<file path="src/verilog/iopin_defines.vh">
// Purpose: shared constants for the I/O pin timing reference selector
// Assumes: AXI4-Lite register access, 32-bit data, byte addresses
// Notes: definitions only, no logic
`ifndef IOPIN_DEFINES_VH
`define IOPIN_DEFINES_VH

// register byte offsets
`define REG_CTRL_OFS 4'h0
`define REG_VALID_OFS 4'h4
`define REG_SOURCE_OFS 4'h8
`define REG_LINK_OFS 4'hc

// control register field positions
`define CTRL_LOOP_TIMED 0
`define CTRL_LB_LO 1
`define CTRL_LB_HI 3
`define CTRL_BYPASS 4
`define CTRL_MODE_LO 5
`define CTRL_MODE_HI 7
`define CTRL_TXL_SEL 8
`define CTRL_TXF_SEL 9
`define CTRL_RXF_SEL 10
`define CTRL_WIDTH 11
`define CTRL_RESET 11'h000

// loopback select codes
`define LB_NONE 3'h0
`define LB_ANALOG 3'h1
`define LB_LINE 3'h2
`define LB_PAYLOAD 3'h3
`define LB_DIAG 3'h4
`define LB_LINE_DIAG 3'h6

// valid-reference vector bit positions
`define REF_TX_LINE_CLK_OUT 0
`define REF_RX_CLK_OUT 1
`define REF_TX_CLK_OUT 2
`define REF_RX_LINE_CLK_IN 3
`define REF_TX_CLK_IN 4
`define REF_WIDTH 5

// functional clock source codes
`define SRC_RATE_ADAPTER 2'h0
`define SRC_TX_CLK_IN 2'h1
`define SRC_RX_LINE_CLK_IN 2'h2
`define SRC_RX_LINE_UNIT 2'h3

// axi response codes
`define RESP_OKAY 2'h0
`define RESP_SLVERR 2'h2

`endif

</file>
<file path="src/verilog/iopin_timing_ref.v">
// Purpose: per-port I/O pin timing reference selection with register access
// Assumes: CLK 50 MHz, RESET synchronous active high, AXI4-Lite slave
// Notes: link clock pins are sampled by CLK, never used as clocks here
//
// Chosen here: the register addresses and the AXI4-Lite slave port.
`timescale 1ns/1ps
`include "iopin_defines.vh"

module iopin_timing_ref #(
  parameter ADDR_WIDTH = 4
) (
  // clock and reset
  input wire CLK,
  input wire RESET,
  // axi4-lite write address
  input wire [ADDR_WIDTH-1:0] S_AXI_AWADDR,
  input wire S_AXI_AWVALID,
  output wire S_AXI_AWREADY,
  // axi4-lite write data
  input wire [31:0] S_AXI_WDATA,
  input wire [3:0] S_AXI_WSTRB,
  input wire S_AXI_WVALID,
  output wire S_AXI_WREADY,
  // axi4-lite write response
  output wire [1:0] S_AXI_BRESP,
  output wire S_AXI_BVALID,
  input wire S_AXI_BREADY,
  // axi4-lite read address
  input wire [ADDR_WIDTH-1:0] S_AXI_ARADDR,
  input wire S_AXI_ARVALID,
  output wire S_AXI_ARREADY,
  // axi4-lite read data
  output wire [31:0] S_AXI_RDATA,
  output wire [1:0] S_AXI_RRESP,
  output wire S_AXI_RVALID,
  input wire S_AXI_RREADY,
  // clock pins from outside, sampled by CLK
  input wire RX_LINE_CLK_IN,
  input wire TX_CLK_IN,
  // receive line data pins
  input wire RX_LINE_POS_DATA,
  input wire RX_LINE_NEG_VIOLATION,
  // captured receive line data
  output wire RX_LINE_POS_Q,
  output wire RX_LINE_NEG_Q,
  // decoded mode
  output wire LINE_IFACE_ENABLED,
  // valid timing reference vectors per pin group
  output wire [4:0] TX_LINE_VALID,
  output wire [4:0] TX_FRAMER_VALID,
  output wire [4:0] RX_LINE_VALID,
  output wire [4:0] RX_FRAMER_VALID,
  // functional clock source per pin group
  output wire [1:0] TX_LINE_SRC,
  output wire [1:0] TX_FRAMER_SRC,
  output wire [1:0] RX_FRAMER_SRC
);

  // control register holding mode and timing select bits
  reg [10:0] ctrl_reg;
  reg [10:0] ctrl_next;

  // write channel state: each half is held until both have arrived
  reg aw_got_reg; // write address captured
  reg w_got_reg; // write data captured
  reg [ADDR_WIDTH-1:0] aw_addr_reg;
  reg [31:0] w_data_reg;
  reg [3:0] w_strb_reg;
  reg bvalid_reg;
  reg [1:0] bresp_reg;

  // read channel state
  reg rvalid_reg;
  reg [31:0] rdata_reg;
  reg [1:0] rresp_reg;

  // synchronisers for pins from outside the CLK domain
  reg rlclk_s1_reg, rlclk_s2_reg, rlclk_d_reg;
  reg tclk_s1_reg, tclk_s2_reg, tclk_d_reg;
  reg pos_s1_reg, pos_s2_reg;
  reg neg_s1_reg, neg_s2_reg;

  // captured line data and activity counters
  reg pos_q_reg, neg_q_reg;
  reg [7:0] rlclk_cnt_reg;
  reg [7:0] tclk_cnt_reg;

  // decoded results from the table module
  wire line_en;
  wire [4:0] txl_valid, txf_valid, rxl_valid, rxf_valid;
  wire [1:0] txl_src, txf_src, rxf_src;

  // field views of the control register
  wire loop_timed = ctrl_reg[`CTRL_LOOP_TIMED];
  wire [2:0] loopback_select = ctrl_reg[`CTRL_LB_HI:`CTRL_LB_LO];
  wire rate_adapter_bypass = ctrl_reg[`CTRL_BYPASS];
  wire [2:0] line_mode_field = ctrl_reg[`CTRL_MODE_HI:`CTRL_MODE_LO];
  wire tx_line_timing_sel = ctrl_reg[`CTRL_TXL_SEL];
  wire tx_framer_timing_sel = ctrl_reg[`CTRL_TXF_SEL];
  wire rx_framer_timing_sel = ctrl_reg[`CTRL_RXF_SEL];

  // mode decode, purely combinational from control bits
  valid_ref_table valid_ref_table_inst (
    .loop_timed(loop_timed),
    .loopback_select(loopback_select),
    .rate_adapter_bypass(rate_adapter_bypass),
    .line_mode_field(line_mode_field),
    .tx_line_timing_sel(tx_line_timing_sel),
    .tx_framer_timing_sel(tx_framer_timing_sel),
    .rx_framer_timing_sel(rx_framer_timing_sel),
    .line_iface_enabled(line_en),
    .tx_line_valid(txl_valid),
    .tx_framer_valid(txf_valid),
    .rx_line_valid(rxl_valid),
    .rx_framer_valid(rxf_valid),
    .tx_line_src(txl_src),
    .tx_framer_src(txf_src),
    .rx_framer_src(rxf_src)
  );

  // handshake outputs; no new address is taken while a response waits
  assign S_AXI_AWREADY = ~aw_got_reg & ~bvalid_reg;
  assign S_AXI_WREADY = ~w_got_reg & ~bvalid_reg;
  assign S_AXI_BVALID = bvalid_reg;
  assign S_AXI_BRESP = bresp_reg;
  assign S_AXI_ARREADY = ~rvalid_reg;
  assign S_AXI_RVALID = rvalid_reg;
  assign S_AXI_RDATA = rdata_reg;
  assign S_AXI_RRESP = rresp_reg;

  // handshake events
  wire aw_take = S_AXI_AWVALID & S_AXI_AWREADY;
  wire w_take = S_AXI_WVALID & S_AXI_WREADY;
  wire ar_take = S_AXI_ARVALID & S_AXI_ARREADY;

  // address and data seen this cycle, from the bus or the holding regs
  wire have_aw = aw_got_reg | aw_take;
  wire have_w = w_got_reg | w_take;
  wire [ADDR_WIDTH-1:0] wr_addr = aw_got_reg ? aw_addr_reg : S_AXI_AWADDR;
  wire [31:0] wr_data = w_got_reg ? w_data_reg : S_AXI_WDATA;
  wire [3:0] wr_strb = w_got_reg ? w_strb_reg : S_AXI_WSTRB;
  wire wr_fire = have_aw & have_w & ~bvalid_reg;

  // address decode on the aligned word, low two bits ignored
  wire [ADDR_WIDTH-1:0] wr_word = {wr_addr[ADDR_WIDTH-1:2], 2'b00};
  wire [ADDR_WIDTH-1:0] rd_word = {S_AXI_ARADDR[ADDR_WIDTH-1:2], 2'b00};
  wire wr_ctrl = (wr_word == `REG_CTRL_OFS);
  // read-only words accept a write silently; unmapped words are an error
  wire wr_mapped = wr_ctrl | (wr_word == `REG_VALID_OFS) |
    (wr_word == `REG_SOURCE_OFS) | (wr_word == `REG_LINK_OFS);

  // byte-lane mask built from the write strobes
  wire [31:0] lane_mask;
  genvar gi;
  generate
    for (gi = 0; gi < 4; gi = gi + 1) begin : g_lane
      assign lane_mask[gi*8 +: 8] = {8{wr_strb[gi]}};
    end
  endgenerate

  // control register next value with byte-lane merge
  always @* begin
    ctrl_next = ctrl_reg;
    if (wr_fire & wr_ctrl) begin
      // only the low eleven bits exist, the rest are dropped
      ctrl_next = (ctrl_reg & ~lane_mask[10:0]) |
        (wr_data[10:0] & lane_mask[10:0]);
    end
  end

  // read mux; unimplemented bits read as zero
  reg [31:0] rd_value;
  reg rd_mapped;
  always @* begin
    rd_value = 32'h00000000;
    rd_mapped = 1'b1;
    case (rd_word)
      `REG_CTRL_OFS: begin
        rd_value[10:0] = ctrl_reg;
      end
      `REG_VALID_OFS: begin
        rd_value[4:0] = txl_valid;
        rd_value[9:5] = txf_valid;
        rd_value[14:10] = rxl_valid;
        rd_value[19:15] = rxf_valid;
        rd_value[20] = line_en; // derived, never written
      end
      `REG_SOURCE_OFS: begin
        rd_value[1:0] = txl_src;
        rd_value[3:2] = txf_src;
        rd_value[5:4] = rxf_src;
      end
      `REG_LINK_OFS: begin
        rd_value[0] = pos_q_reg;
        rd_value[1] = neg_q_reg;
        rd_value[15:8] = rlclk_cnt_reg;
        rd_value[23:16] = tclk_cnt_reg;
      end
      default: begin
        rd_mapped = 1'b0;
      end
    endcase
  end

  // write channel: capture halves, fire once both are present
  always @(posedge CLK) begin
    if (RESET) begin
      ctrl_reg <= `CTRL_RESET;
      aw_got_reg <= 1'b0;
      w_got_reg <= 1'b0;
      aw_addr_reg <= {ADDR_WIDTH{1'b0}};
      w_data_reg <= 32'h00000000;
      w_strb_reg <= 4'h0;
      bvalid_reg <= 1'b0;
      bresp_reg <= `RESP_OKAY;
    end else begin
      ctrl_reg <= ctrl_next;
      if (wr_fire) begin
        // both halves used up, response raised next cycle
        aw_got_reg <= 1'b0;
        w_got_reg <= 1'b0;
        bvalid_reg <= 1'b1;
        bresp_reg <= wr_mapped ? `RESP_OKAY : `RESP_SLVERR;
      end else begin
        // park whichever half arrived first
        if (aw_take) begin
          aw_got_reg <= 1'b1;
          aw_addr_reg <= S_AXI_AWADDR;
        end
        if (w_take) begin
          w_got_reg <= 1'b1;
          w_data_reg <= S_AXI_WDATA;
          w_strb_reg <= S_AXI_WSTRB;
        end
        if (bvalid_reg & S_AXI_BREADY)
          bvalid_reg <= 1'b0;
      end
    end
  end

  // read channel: one cycle from address to data
  always @(posedge CLK) begin
    if (RESET) begin
      rvalid_reg <= 1'b0;
      rdata_reg <= 32'h00000000;
      rresp_reg <= `RESP_OKAY;
    end else if (ar_take) begin
      rvalid_reg <= 1'b1;
      rdata_reg <= rd_value;
      rresp_reg <= rd_mapped ? `RESP_OKAY : `RESP_SLVERR;
    end else if (rvalid_reg & S_AXI_RREADY) begin
      rvalid_reg <= 1'b0;
    end
  end

  // two-stage synchronisers; the first stage feeds only the second
  always @(posedge CLK) begin
    if (RESET) begin
      rlclk_s1_reg <= 1'b0;
      rlclk_s2_reg <= 1'b0;
      tclk_s1_reg <= 1'b0;
      tclk_s2_reg <= 1'b0;
      pos_s1_reg <= 1'b0;
      pos_s2_reg <= 1'b0;
      neg_s1_reg <= 1'b0;
      neg_s2_reg <= 1'b0;
    end else begin
      rlclk_s1_reg <= RX_LINE_CLK_IN;
      rlclk_s2_reg <= rlclk_s1_reg;
      tclk_s1_reg <= TX_CLK_IN;
      tclk_s2_reg <= tclk_s1_reg;
      pos_s1_reg <= RX_LINE_POS_DATA;
      pos_s2_reg <= pos_s1_reg;
      neg_s1_reg <= RX_LINE_NEG_VIOLATION;
      neg_s2_reg <= neg_s1_reg;
    end
  end

  // rising-edge detect on the synchronised clock levels
  wire rlclk_rise = rlclk_s2_reg & ~rlclk_d_reg;
  wire tclk_rise = tclk_s2_reg & ~tclk_d_reg;

  // rx line data taken on its own clock edge, only with the line unit off;
  // data and clock share one sync delay, costing 2-3 CLK of latency
  always @(posedge CLK) begin
    if (RESET) begin
      rlclk_d_reg <= 1'b0;
      tclk_d_reg <= 1'b0;
      pos_q_reg <= 1'b0;
      neg_q_reg <= 1'b0;
      rlclk_cnt_reg <= 8'h00;
      tclk_cnt_reg <= 8'h00;
    end else begin
      rlclk_d_reg <= rlclk_s2_reg;
      tclk_d_reg <= tclk_s2_reg;
      if (rlclk_rise & ~line_en) begin
        pos_q_reg <= pos_s2_reg;
        neg_q_reg <= neg_s2_reg;
      end
      // free-running activity counters, wrap at 256
      if (rlclk_rise)
        rlclk_cnt_reg <= rlclk_cnt_reg + 8'h01;
      if (tclk_rise)
        tclk_cnt_reg <= tclk_cnt_reg + 8'h01;
    end
  end

  // decoded outputs track the control register combinationally
  assign LINE_IFACE_ENABLED = line_en;
  assign TX_LINE_VALID = txl_valid;
  assign TX_FRAMER_VALID = txf_valid;
  assign RX_LINE_VALID = rxl_valid;
  assign RX_FRAMER_VALID = rxf_valid;
  // far side picks its reference from these vectors
  assign TX_LINE_SRC = txl_src;
  assign TX_FRAMER_SRC = txf_src;
  assign RX_FRAMER_SRC = rxf_src;
  assign RX_LINE_POS_Q = pos_q_reg;
  assign RX_LINE_NEG_Q = neg_q_reg;
endmodule // iopin_timing_ref

</file>
<file path="src/verilog/valid_ref_table.v">
// Purpose: decode port mode into valid timing references and clock sources
// Assumes: purely combinational, inputs come from control flip-flops
// Notes: vector bits follow the REF_ positions of the shared header
`timescale 1ns/1ps
`include "iopin_defines.vh"

module valid_ref_table (
  // port mode
  input wire loop_timed,
  input wire [2:0] loopback_select,
  input wire rate_adapter_bypass,
  input wire [2:0] line_mode_field,
  // group timing selects
  input wire tx_line_timing_sel,
  input wire tx_framer_timing_sel,
  input wire rx_framer_timing_sel,
  // decoded results
  output wire line_iface_enabled,
  output reg [4:0] tx_line_valid,
  output reg [4:0] tx_framer_valid,
  output wire [4:0] rx_line_valid,
  output reg [4:0] rx_framer_valid,
  output reg [1:0] tx_line_src,
  output reg [1:0] tx_framer_src,
  output reg [1:0] rx_framer_src
);

  // output-clock shorthands: TL=bit0, RO=bit1, TO=bit2
  localparam [4:0] V_NONE = 5'h00;
  localparam [4:0] V_TL = 5'h01;
  localparam [4:0] V_RO = 5'h02;
  localparam [4:0] V_TO = 5'h04;
  localparam [4:0] V_RL = 5'h08;
  localparam [4:0] V_TI = 5'h10;

  // derived, never stored: only codes 001..011 enable the unit
  assign line_iface_enabled = ~line_mode_field[2] &
    (line_mode_field[1:0] != 2'h0);

  // loopback decode
  wire lb_line = (loopback_select == `LB_LINE);
  wire lb_pay = (loopback_select == `LB_PAYLOAD);
  wire lb_diag = (loopback_select == `LB_DIAG);
  wire lb_ldiag = (loopback_select == `LB_LINE_DIAG);
  wire lb_ana = (loopback_select == `LB_ANALOG);
  // receive-side input pin, only usable when the line unit is off
  wire [4:0] rl_or_none = line_iface_enabled ? V_NONE : V_RL;
  // transmit input pin, only when the rate adapter is bypassed
  wire [4:0] ti_or_none = rate_adapter_bypass ? V_TI : V_NONE;
  // recovered clock source when the receive side drives the clock
  wire [1:0] rx_src = line_iface_enabled ? `SRC_RX_LINE_UNIT :
    `SRC_RX_LINE_CLK_IN;
  wire [1:0] tx_src = rate_adapter_bypass ? `SRC_TX_CLK_IN :
    `SRC_RATE_ADAPTER;
  // all three output clocks for framer groups
  wire all_three = loop_timed | lb_pay | lb_diag |
    (lb_ana & ~line_iface_enabled);

  // receive line group: only its own input clock, and none with unit on
  assign rx_line_valid = rl_or_none;

  // transmit line group
  always @* begin
    if (tx_line_timing_sel) begin
      if (loop_timed | lb_line | lb_pay | lb_ldiag)
        tx_line_valid = rl_or_none;
      else
        tx_line_valid = ti_or_none;
    end else if (loop_timed | lb_diag) begin
      tx_line_valid = V_TL | V_TO | V_RO;
    end else if (lb_line | lb_pay) begin
      tx_line_valid = V_TL | V_RO;
    end else if (lb_ldiag) begin
      tx_line_valid = V_TL;
    end else begin
      tx_line_valid = V_TL | V_TO;
    end
  end

  // transmit framer group
  always @* begin
    if (tx_framer_timing_sel) begin
      if (loop_timed | lb_pay)
        tx_framer_valid = rl_or_none;
      else
        tx_framer_valid = ti_or_none;
    end else if (all_three) begin
      tx_framer_valid = V_TO | V_TL | V_RO;
    end else if (lb_ldiag) begin
      tx_framer_valid = V_TO | V_RO;
    end else if (lb_line) begin
      tx_framer_valid = V_TO;
    end else begin
      tx_framer_valid = V_TO | V_TL;
    end
  end

  // receive framer group
  always @* begin
    if (rx_framer_timing_sel) begin
      if (~loop_timed & (lb_diag | lb_ldiag))
        rx_framer_valid = ti_or_none;
      else
        rx_framer_valid = rl_or_none;
    end else if (all_three) begin
      rx_framer_valid = V_RO | V_TL | V_TO;
    end else if (lb_ldiag) begin
      rx_framer_valid = V_RO | V_TO;
    end else if (lb_line) begin
      rx_framer_valid = V_RO | V_TL;
    end else begin
      rx_framer_valid = V_RO;
    end
  end

  // functional sources: each data group follows its output clock pin
  always @* begin
    if (loop_timed | lb_line | lb_pay | lb_ldiag)
      tx_line_src = rx_src;
    else
      tx_line_src = tx_src;
    if (loop_timed | lb_pay)
      tx_framer_src = rx_src;
    else
      tx_framer_src = tx_src;
    if (loop_timed)
      rx_framer_src = rx_src;
    else if (loopback_select[2] | (lb_ana & ~line_iface_enabled))
      rx_framer_src = tx_src;
    else
      rx_framer_src = rx_src;
  end

endmodule // valid_ref_table
</file>
<file path="config.mk">
export PLATFORM = sky130hd
export DESIGN_NAME = iopin_timing_ref
export DESIGN_NICKNAME = d
export VERILOG_FILES = /design/src/verilog/iopin_timing_ref.v /design/src/verilog/valid_ref_table.v
export VERILOG_INCLUDE_DIRS = /design/src /design/src/verilog
export SDC_FILE = /design/constraint.sdc
export NUM_CORES = 1
export LEC_CHECK = 0
export ABC_AREA = 1
export BUFFER_PORTS_ARGS = -buffer_cell sky130_fd_sc_hd__clkbuf_2
export CORE_MARGIN = 2
export CORE_UTILIZATION = 30
export CTS_CLUSTER_SIZE = 30
export DETAILED_ROUTE_END_ITERATION = 16
export GPL_ROUTABILITY_DRIVEN = 1
export REMOVE_ABC_BUFFERS = 1
export SLEW_MARGIN = 20
export SYNTH_ARGS = -nofsm -noshare
export SYNTH_HDL_FRONTEND = slang
export SYNTH_SLANG_ARGS = --single-unit
</file>
<file path="constraint.sdc">
create_clock -name CLK -period 2.4 [get_ports CLK]
set_clock_uncertainty 0.1 [all_clocks]
set_input_delay 0.36 -clock CLK [delete_from_list [all_inputs] [get_ports CLK]]
set_output_delay 0.36 -clock CLK [all_outputs]
set_load 0.05 [all_outputs]
</file>
After elaboration in Yosys (flattened, before gate mapping)
Index checks and enable logic that the tools add are counted.

operators by class
  add/subtract/negate cells = 2
  equality and inequality tests = 11
  muxes and demuxes = 39
  bitwise gates (word level) = 45
  reductions and logical operators = 9

operators with widths
  kind                                                 count
  2-to-1 mux 5 bit                                     13
  bitwise AND 11 bit                                   2
  one-hot mux 10 bit (2 select lines)                  1
  adder 8 x 1 -> 8 bit, second input constant          2
  bitwise AND 1 bit                                    16
  bitwise OR 1 bit                                     15
  2-to-1 mux 2 bit                                     7
  one-hot mux 4 bit (3 select lines)                   1
  2-to-1 mux 11 bit                                    1
  NOT 11 bit                                           1
  bitwise OR 11 bit                                    1
  NOT 1 bit                                            10
  2-to-1 mux 1 bit                                     9
  one-hot mux 3 bit (3 select lines)                   1
  equality test 2 bit, second input constant           4
  logical NOT 4 bit                                    2
  2-to-1 mux 4 bit                                     2
  one-hot mux 2 bit (4 select lines)                   1
  equality test 3 x 2 -> 1 bit, second input constant  2
  equality test 3 bit, second input constant           2
  2-to-1 mux 3 bit                                     2
  nonzero test 2 bit                                   3
  equality test 2 x 1 -> 1 bit, second input constant  2
  one-hot mux 2 bit (2 select lines)                   1
  4 further kinds                                      5

word-level totals
  register bits after elaboration = 88
  bits of input ports = 55
  output and inout bits = 70
  word-level logic and storage cells = 131

Logic depth before layout (Yosys ltp)
Gate-level depths: netlist of run 1.

  depth in word-level cells = 8
  mapped depth = 11
  gate-level depth less buffers = 11

By module
From an unflattened synthesis of run 1, not the netlist that was laid out.

second synthesis, totals
  cells, all modules = 615
  area, all modules = 4224.1 sq um

by module, submodules not included
  module            times used  cells each  area each (sq um)  seq. area each (sq um)
  iopin_timing_ref  1           552         3920.0             1681.6
  valid_ref_table   1           63          304.0              0.0

Worst setup path before layout of run 1
OpenSTA, ideal clock, no wires.

  path type = flip-flop to output port
  start = reg (tool-made name)
  end = out RX_FRAMER_VALID[3]
  arrival time = 2.151 ns
  data required time = 1.940 ns
  path slack = -0.211 ns
  stages on the path, launching flop included = 4
  buffers on the path = 0
  cells stage by stage = dfxtp_1 o21ai_2 inv_1 nor2_1

RTL lines
  what              line                   RTL
  end: declaration  iopin_timing_ref.v:52  output wire [4:0] RX_FRAMER_VALID,

==> results of run 1 <==
[per-layer routing]
layer / wire length [um] / up-vias / global-route usage (%)
met5: 0 / - / 0
met4: 160 / 0 / 5.32
met3: 573 / 12 / 3.01
met2: 4300 / 106 / 23.8
met1: 4590 / 1623 / 19.4
li1: - / 1851 / -
[Yosys cell counts]
master	instances	area, um2
nand2_1	108	405
dfxtp_1	84	1680
nor2_1	78	293
inv_1	77	289
o21ai_0	46	230
a21oi_1	42	210
buf_4	15	113
nand3_1	14	70.1
clkbuf_1	13	48.8
nor3_1	11	55.1
a22oi_1	7	52.6
a31oi_1	5	31.3
nand4_1	4	25.0
a221oi_1	3	26.3
buf_2	3	15.0
o211ai_1	3	22.5
and3_1	2	12.5
ha_1	2	25.0
nor3b_1	2	15.0
o22ai_1	2	12.5
a21oi_2	1	8.76
and2_1	1	6.26
buf_1	1	3.75
buf_6	1	11.3
conb_1	1	3.75
nand3_2	1	10.0
nand3_4	1	17.5
nand3b_1	1	7.51
nor2_2	1	6.26
nor3_4	1	16.3
nor3b_2	1	12.5
o21a_1	1	7.51
o21ai_2	1	8.76
o221ai_1	1	8.76
o32ai_4	1	27.5
[worst register-to-register path: cells and delay by family (launching register included)]
family | cells | cell delay, ps
DFF | 1 | 470
buffers and inverters | 2 | 580
and+or+nand+nor | 1 | 80
AOI/OAI and AO/OA | 3 | 570
[power by group through the flow]
| stage | logic [mW] | clock network (mW) | registers, mW |
|---|---|---|---|
| global route | 0.829 | 1.64 | 1.54 |
| floorplan | 0.495 | 0 | 1.62 |
| finish | 0.758 | 1.54 | 1.53 |
| global placement | 0.747 | 0 | 1.56 |
| CTS | 0.759 | 1.58 | 1.53 |
| detailed placement | 0.757 | 0 | 1.57 |
[worst max path at each step]
stage                         start                          end  slack, ps  cells after the start
after floorplan           flip-flop  S_AXI_RDATA[9]$_SDFFE_PP0P_       -210                      9
after global placement    flip-flop           TX_FRAMER_VALID[1]        520                      9
after detailed placement  flip-flop           TX_FRAMER_VALID[1]        480                      9
after CTS                 flip-flop           TX_FRAMER_VALID[1]        110                      9
after global routing      flip-flop             RX_FRAMER_SRC[0]        -20                      9
final                     flip-flop             RX_FRAMER_SRC[0]        160                      9
[through the flow]
stage | setup TNS [ps] | std cells
final | 0 | 795
after global routing | -31.3 | 795
after CTS | 0 | 795
after detailed placement | 0 | 779
after global placement | 0 | 779
after floorplan | -1040 | 516
[final cells by class]
type                            count  share of cell area [%]
Tap cell                          172                    4.61
Multi-Input combinational cell    355                    35.9
Timing Repair Buffer               91                    10.2
Inverter                           77                    6.18
Sequential cell                    84                    36.0
Clock buffer                        9                    4.82
Clock inverter                      7                    2.25
[kinds of logic (layout without fill, tap and decap cells)]
kind of cell	count (synthesis)	count (layout)	share of synthesized area [%]
other	1	14	0.0989
buffers and inverters	110	184	12.7
and+or+nand+nor	226	226	25.1
adders and majority gates	2	2	0.660
AOI/OAI and AO/OA	113	113	17.1
DFF	84	84	44.4
==> reports/results.ini, run 1 <==
[pwr]
p_switching_mw=1.25
power_density_nw_per_um2=820
peakVddDrop_mv=0.379
power_mw=3.83
seqPwrFrac_pct=40.0
p_int_mw=2.58
clkPwrFrac_pct=40.2
netSwitchingFraction_pct=32.6
p_leak_nw=2.19
p_comb_share_pct=19.8

[hold_path]
hold_end=rlclk_s1_reg$_SDFF_PP0_
min-delay-start=RX_LINE_CLK_IN
min_path_cells=3
hp-class=input pin to flip-flop

[sta]
hold_ws_ps=105
timing.fmax_mhz=446
setup_viol=0
max-slew-margin-rel_pct=57.9
tightest_slew_ps=631
hold_viol=0
drv_slew=0
fin_crit_ps=2240
setup_ws_ps=159
finalCritPeriodShare_pct=93.4

[worst_setup_path]
rrSetupSlack_ps=520
r2r_end=w_data_reg[7]$_SDFFE_PP0P_
cp_top_family=simple AND/OR/NAND/NOR gates
r2r_start=S_AXI_BVALID$_SDFFE_PP0P_
path_cells=inv_1 > nand2_1 > nor2_1 > nand2_1 > nand2_1 > nand2_1 > nand2_1 > and2_1 > clkbuf_2
crit_path_start_kind=flip-flop
critPathKind=flip-flop to primary output
crit_fanout=6
reg2reg_depth=6
end_kind=primary output
cp_slowest_cell=dfxtp_1
arrival_ps=1780
cp_data_required_time_ps=1940
cpPeakStageDelay_ps=330
worst-path-buf-inv=2
crit_top_cell=nand2_1

[synth]
syn_area_per_cell_um2=7.07
syn-cell-area_um2=3790
synth.yosys.warnings=0
ys_seq_area_share_pct=44.4
synth_seq_cells=84
ys_types=35
synthCells=536

[clock_tree]
post-cts-setup-buffers=0
cts_resized=0
clockBufferDepth=2
cts.clk_slew.worst_paths_ps=70
htree_levels=3
cts_root_buf=clkbuf_16
cts_tree=done
worst_skew_pair.late_latency_ps=330
cts_hold_buf=0
cts_buffers=9
cts.sinks=84

[layout]
n_antenna_cell=0
final_util_pct=37.5
final_nets=675
seq_area_um2=1680
layout_commonest_cell=nand2_1
final_cell_mix=nand2_1, dfxtp_1, clkbuf_2
multi_input_area_um2=1680
fill_cells=1323
fin_area_um2=4670
area_growth_pct=23.3
drive_gt1_share_pct=18.6

[floorplan]
core_um2=12500
rows=41
start_util_pct=30.4
die_height_um=116
die_w_um=116
io_pins=125
dieArea_um2=13500

[job]
cap_violations=0

[routing]
dr.pass1.iters=4
drt_iter0_drc=224
vias=3592
drc=0
via_per_inst=4.52
antenna_left=0
totalWireLength_um=9620
wl_per_cell_um=12.1

[grt]
antenna_found_initial=0
grt_max_degree=44
grt_pass1_wl_um=15700
grtUsageTotal_pct=14.7
grt_overflow_total=0
grt_pass1_vias=3327

[status]
status=finished clean

[place]
preCtsSetupSlack_ps=483
dp_hpwl_um=7110
portBuffers=83
place_area_um2=4340
place.gp.congestion=0.902

(Power assumes the default switching activity.)
==> inputs of run 2 (changes only) <==
==> constraint.sdc (replaced) <==
create_clock -name CLK -period 2.6 [get_ports CLK]
set_clock_uncertainty 0.1 [all_clocks]
set_input_delay 0.39 -clock CLK [delete_from_list [all_inputs] [get_ports CLK]]
set_output_delay 0.39 -clock CLK [all_outputs]
set_load 0.05 [all_outputs]
==> reports/results.ini, run 2 (synthesized netlist as in run 1, its figures left out) <==
[pwr]
seqPwrFrac_pct=42.3  ; was 40.0%
netSwitchingFraction_pct=31.8  ; was 32.6%
clkPwrFrac_pct=37.5  ; was 40.2%
power_density_nw_per_um2=731  ; was 820 nW/um2
p_int_mw=2.31  ; was 2.58 mW
p_comb_share_pct=20.2  ; was 19.8%
peakVddDrop_mv=0.333  ; was 0.379 mV
p_leak_nw=2.17  ; was 2.19 nW
p_switching_mw=1.07  ; was 1.25 mW

[routing]
antenna_left=0  ; unchanged
drc=0  ; unchanged
totalWireLength_um=9720  ; was 9620 um
vias=3558  ; was 3592
dr.pass1.iters=4  ; unchanged
wl_per_cell_um=12.3  ; was 12.1 um
via_per_inst=4.49  ; was 4.52
drt_iter0_drc=256  ; was 224

[layout]
final_util_pct=37.1  ; was 37.5%
final_nets=674  ; was 675
n_antenna_cell=0  ; unchanged
fin_cells=792  ; was 795
final_cell_mix=nand2_1, dfxtp_1, clkbuf_2  ; unchanged
drive_gt1_share_pct=17.9  ; was 18.6%
layout_commonest_cell=nand2_1  ; unchanged
area_growth_pct=22.0  ; was 23.3%

[clock_tree]
cts_buffers=9  ; unchanged
cts.clk_slew.worst_paths_ps=60  ; was 70 ps
cts_root_buf=clkbuf_16  ; unchanged
htree_levels=3  ; unchanged
clockBufferDepth=2  ; unchanged
post-cts-setup-buffers=0  ; unchanged
cts_resized=0  ; unchanged
cts_hold_buf=0  ; unchanged
cts.sinks=84  ; unchanged
cts_tree=done  ; unchanged
worst_skew_pair.late_latency_ps=340  ; was 330 ps

[place]
dp_hpwl_um=7190  ; was 7110 um
preCtsSetupSlack_ps=558  ; was 483 ps
place.gp.congestion=0.885  ; was 0.902
portBuffers=83  ; unchanged
placed_cells=778  ; was 779

[sta]
fin_crit_ps=2320
hold_ws_ps=140  ; was 105 ps
rsz0062_at_grt=false
setup_ws_ps=281  ; was 159 ps
tightest_slew_ps=894  ; was 631 ps
drv_slew=0  ; unchanged
setup_viol=0  ; unchanged
timing.fmax_mhz=431
finalCritPeriodShare_pct=89.2
max-slew-margin-rel_pct=40.3  ; was 57.9%
tns_ps=0  ; unchanged
hold_viol=0  ; unchanged

[grt]
grt_pass1_wl_um=15800  ; was 15700 um
grt_max_degree=44  ; unchanged
grt_overflow_total=0  ; unchanged
antenna_found_initial=0  ; unchanged
gr-usage-met1_pct=19.6  ; was 19.4%
grt_pass1_vias=3293  ; was 3327
grtUsageMet3_pct=2.65  ; was 3.01%
grtUsageMet2_pct=23.4  ; was 23.8%
grtUsageTotal_pct=14.9  ; was 14.7%
grt_busiest_layer=met2  ; unchanged

[floorplan]
start_util_pct=30.4  ; unchanged
core_um2=12500  ; unchanged
rows=41  ; unchanged
io_pins=125  ; unchanged
dieArea_um2=13500  ; unchanged
die_height_um=116  ; unchanged
die_w_um=116  ; unchanged

[worst_setup_path]
arrival_ps=1830  ; was 1780 ps
critPathKind=flip-flop to primary output  ; unchanged
cp_data_required_time_ps=2110  ; was 1940 ps
crit_path_start_kind=flip-flop  ; unchanged
crit_fanout=6  ; unchanged
end_kind=primary output  ; unchanged

[status]
status=finished clean  ; unchanged

[hold_path]
hp-class=input pin to flip-flop  ; unchanged

[job]
cap_violations=0  ; unchanged

## run 2: worst max-delay path, cell delays in order (launching register included)
cell and delay, ps:
dfxtp_1 360, inv_1 110, nor2_1 130, nand2_1 60
nand2_1 140, inv_1 80, nand4_1 140, nand2_1 70
inv_1 100, clkbuf_2 290
## run 2: power groups by stage
| stage | clock network [mW] | logic [mW] | registers, mW |
|---|---|---|---|
| 3_5_place_dp | 0 | 0.683 | 1.46 |
| 3_3_place_gp | 0 | 0.675 | 1.45 |
| 6_report | 1.27 | 0.682 | 1.43 |
| 4_1_cts | 1.29 | 0.686 | 1.43 |
| 5_1_grt | 1.35 | 0.743 | 1.44 |
| 2_1_floorplan | 0 | 0.457 | 1.49 |
## run 2: final timing paths
kind	start	to	slack, ps	depth (start not counted)
max reg2reg	w_got_reg$_SDFFE_PP0P_	flip-flop	530	5
min reg2reg	tclk_s1_reg$_SDFF_PP0_	tclk_s2_reg$_SDFF_PP0_	300	2
min	TX_CLK_IN	tclk_s1_reg$_SDFF_PP0_	140	3
max	flip-flop	TX_FRAMER_VALID[1]	280	9
## run 2: area by class of cell
class	instances	area, um2
well taps	172	215
fillers	1297	7840
inverters	77	289
multi-input cells	355	1680
clock buffers	12	256
flip-flops and latches	84	1680
repair buffers	90	468
clock inverters	2	35.0
## run 2: metrics by stage
stage               area, um2  total power [mW]
floorplan                3650              1.95
global placement         4330              2.13
detailed placement       4330              2.14
CTS                      4620              3.41
global route             4620              3.54
finish                   4620              3.38
## run 2: routing by layer
metal / vias up / part of all wire, % / wire [um]
met1: 1588 / 47 / 4550
met3: 14 / 6.5 / 636
met4: 0 / 1.7 / 168
met2: 106 / 45 / 4360
met5: - / 0 / 0
li1: 1850 / - / -
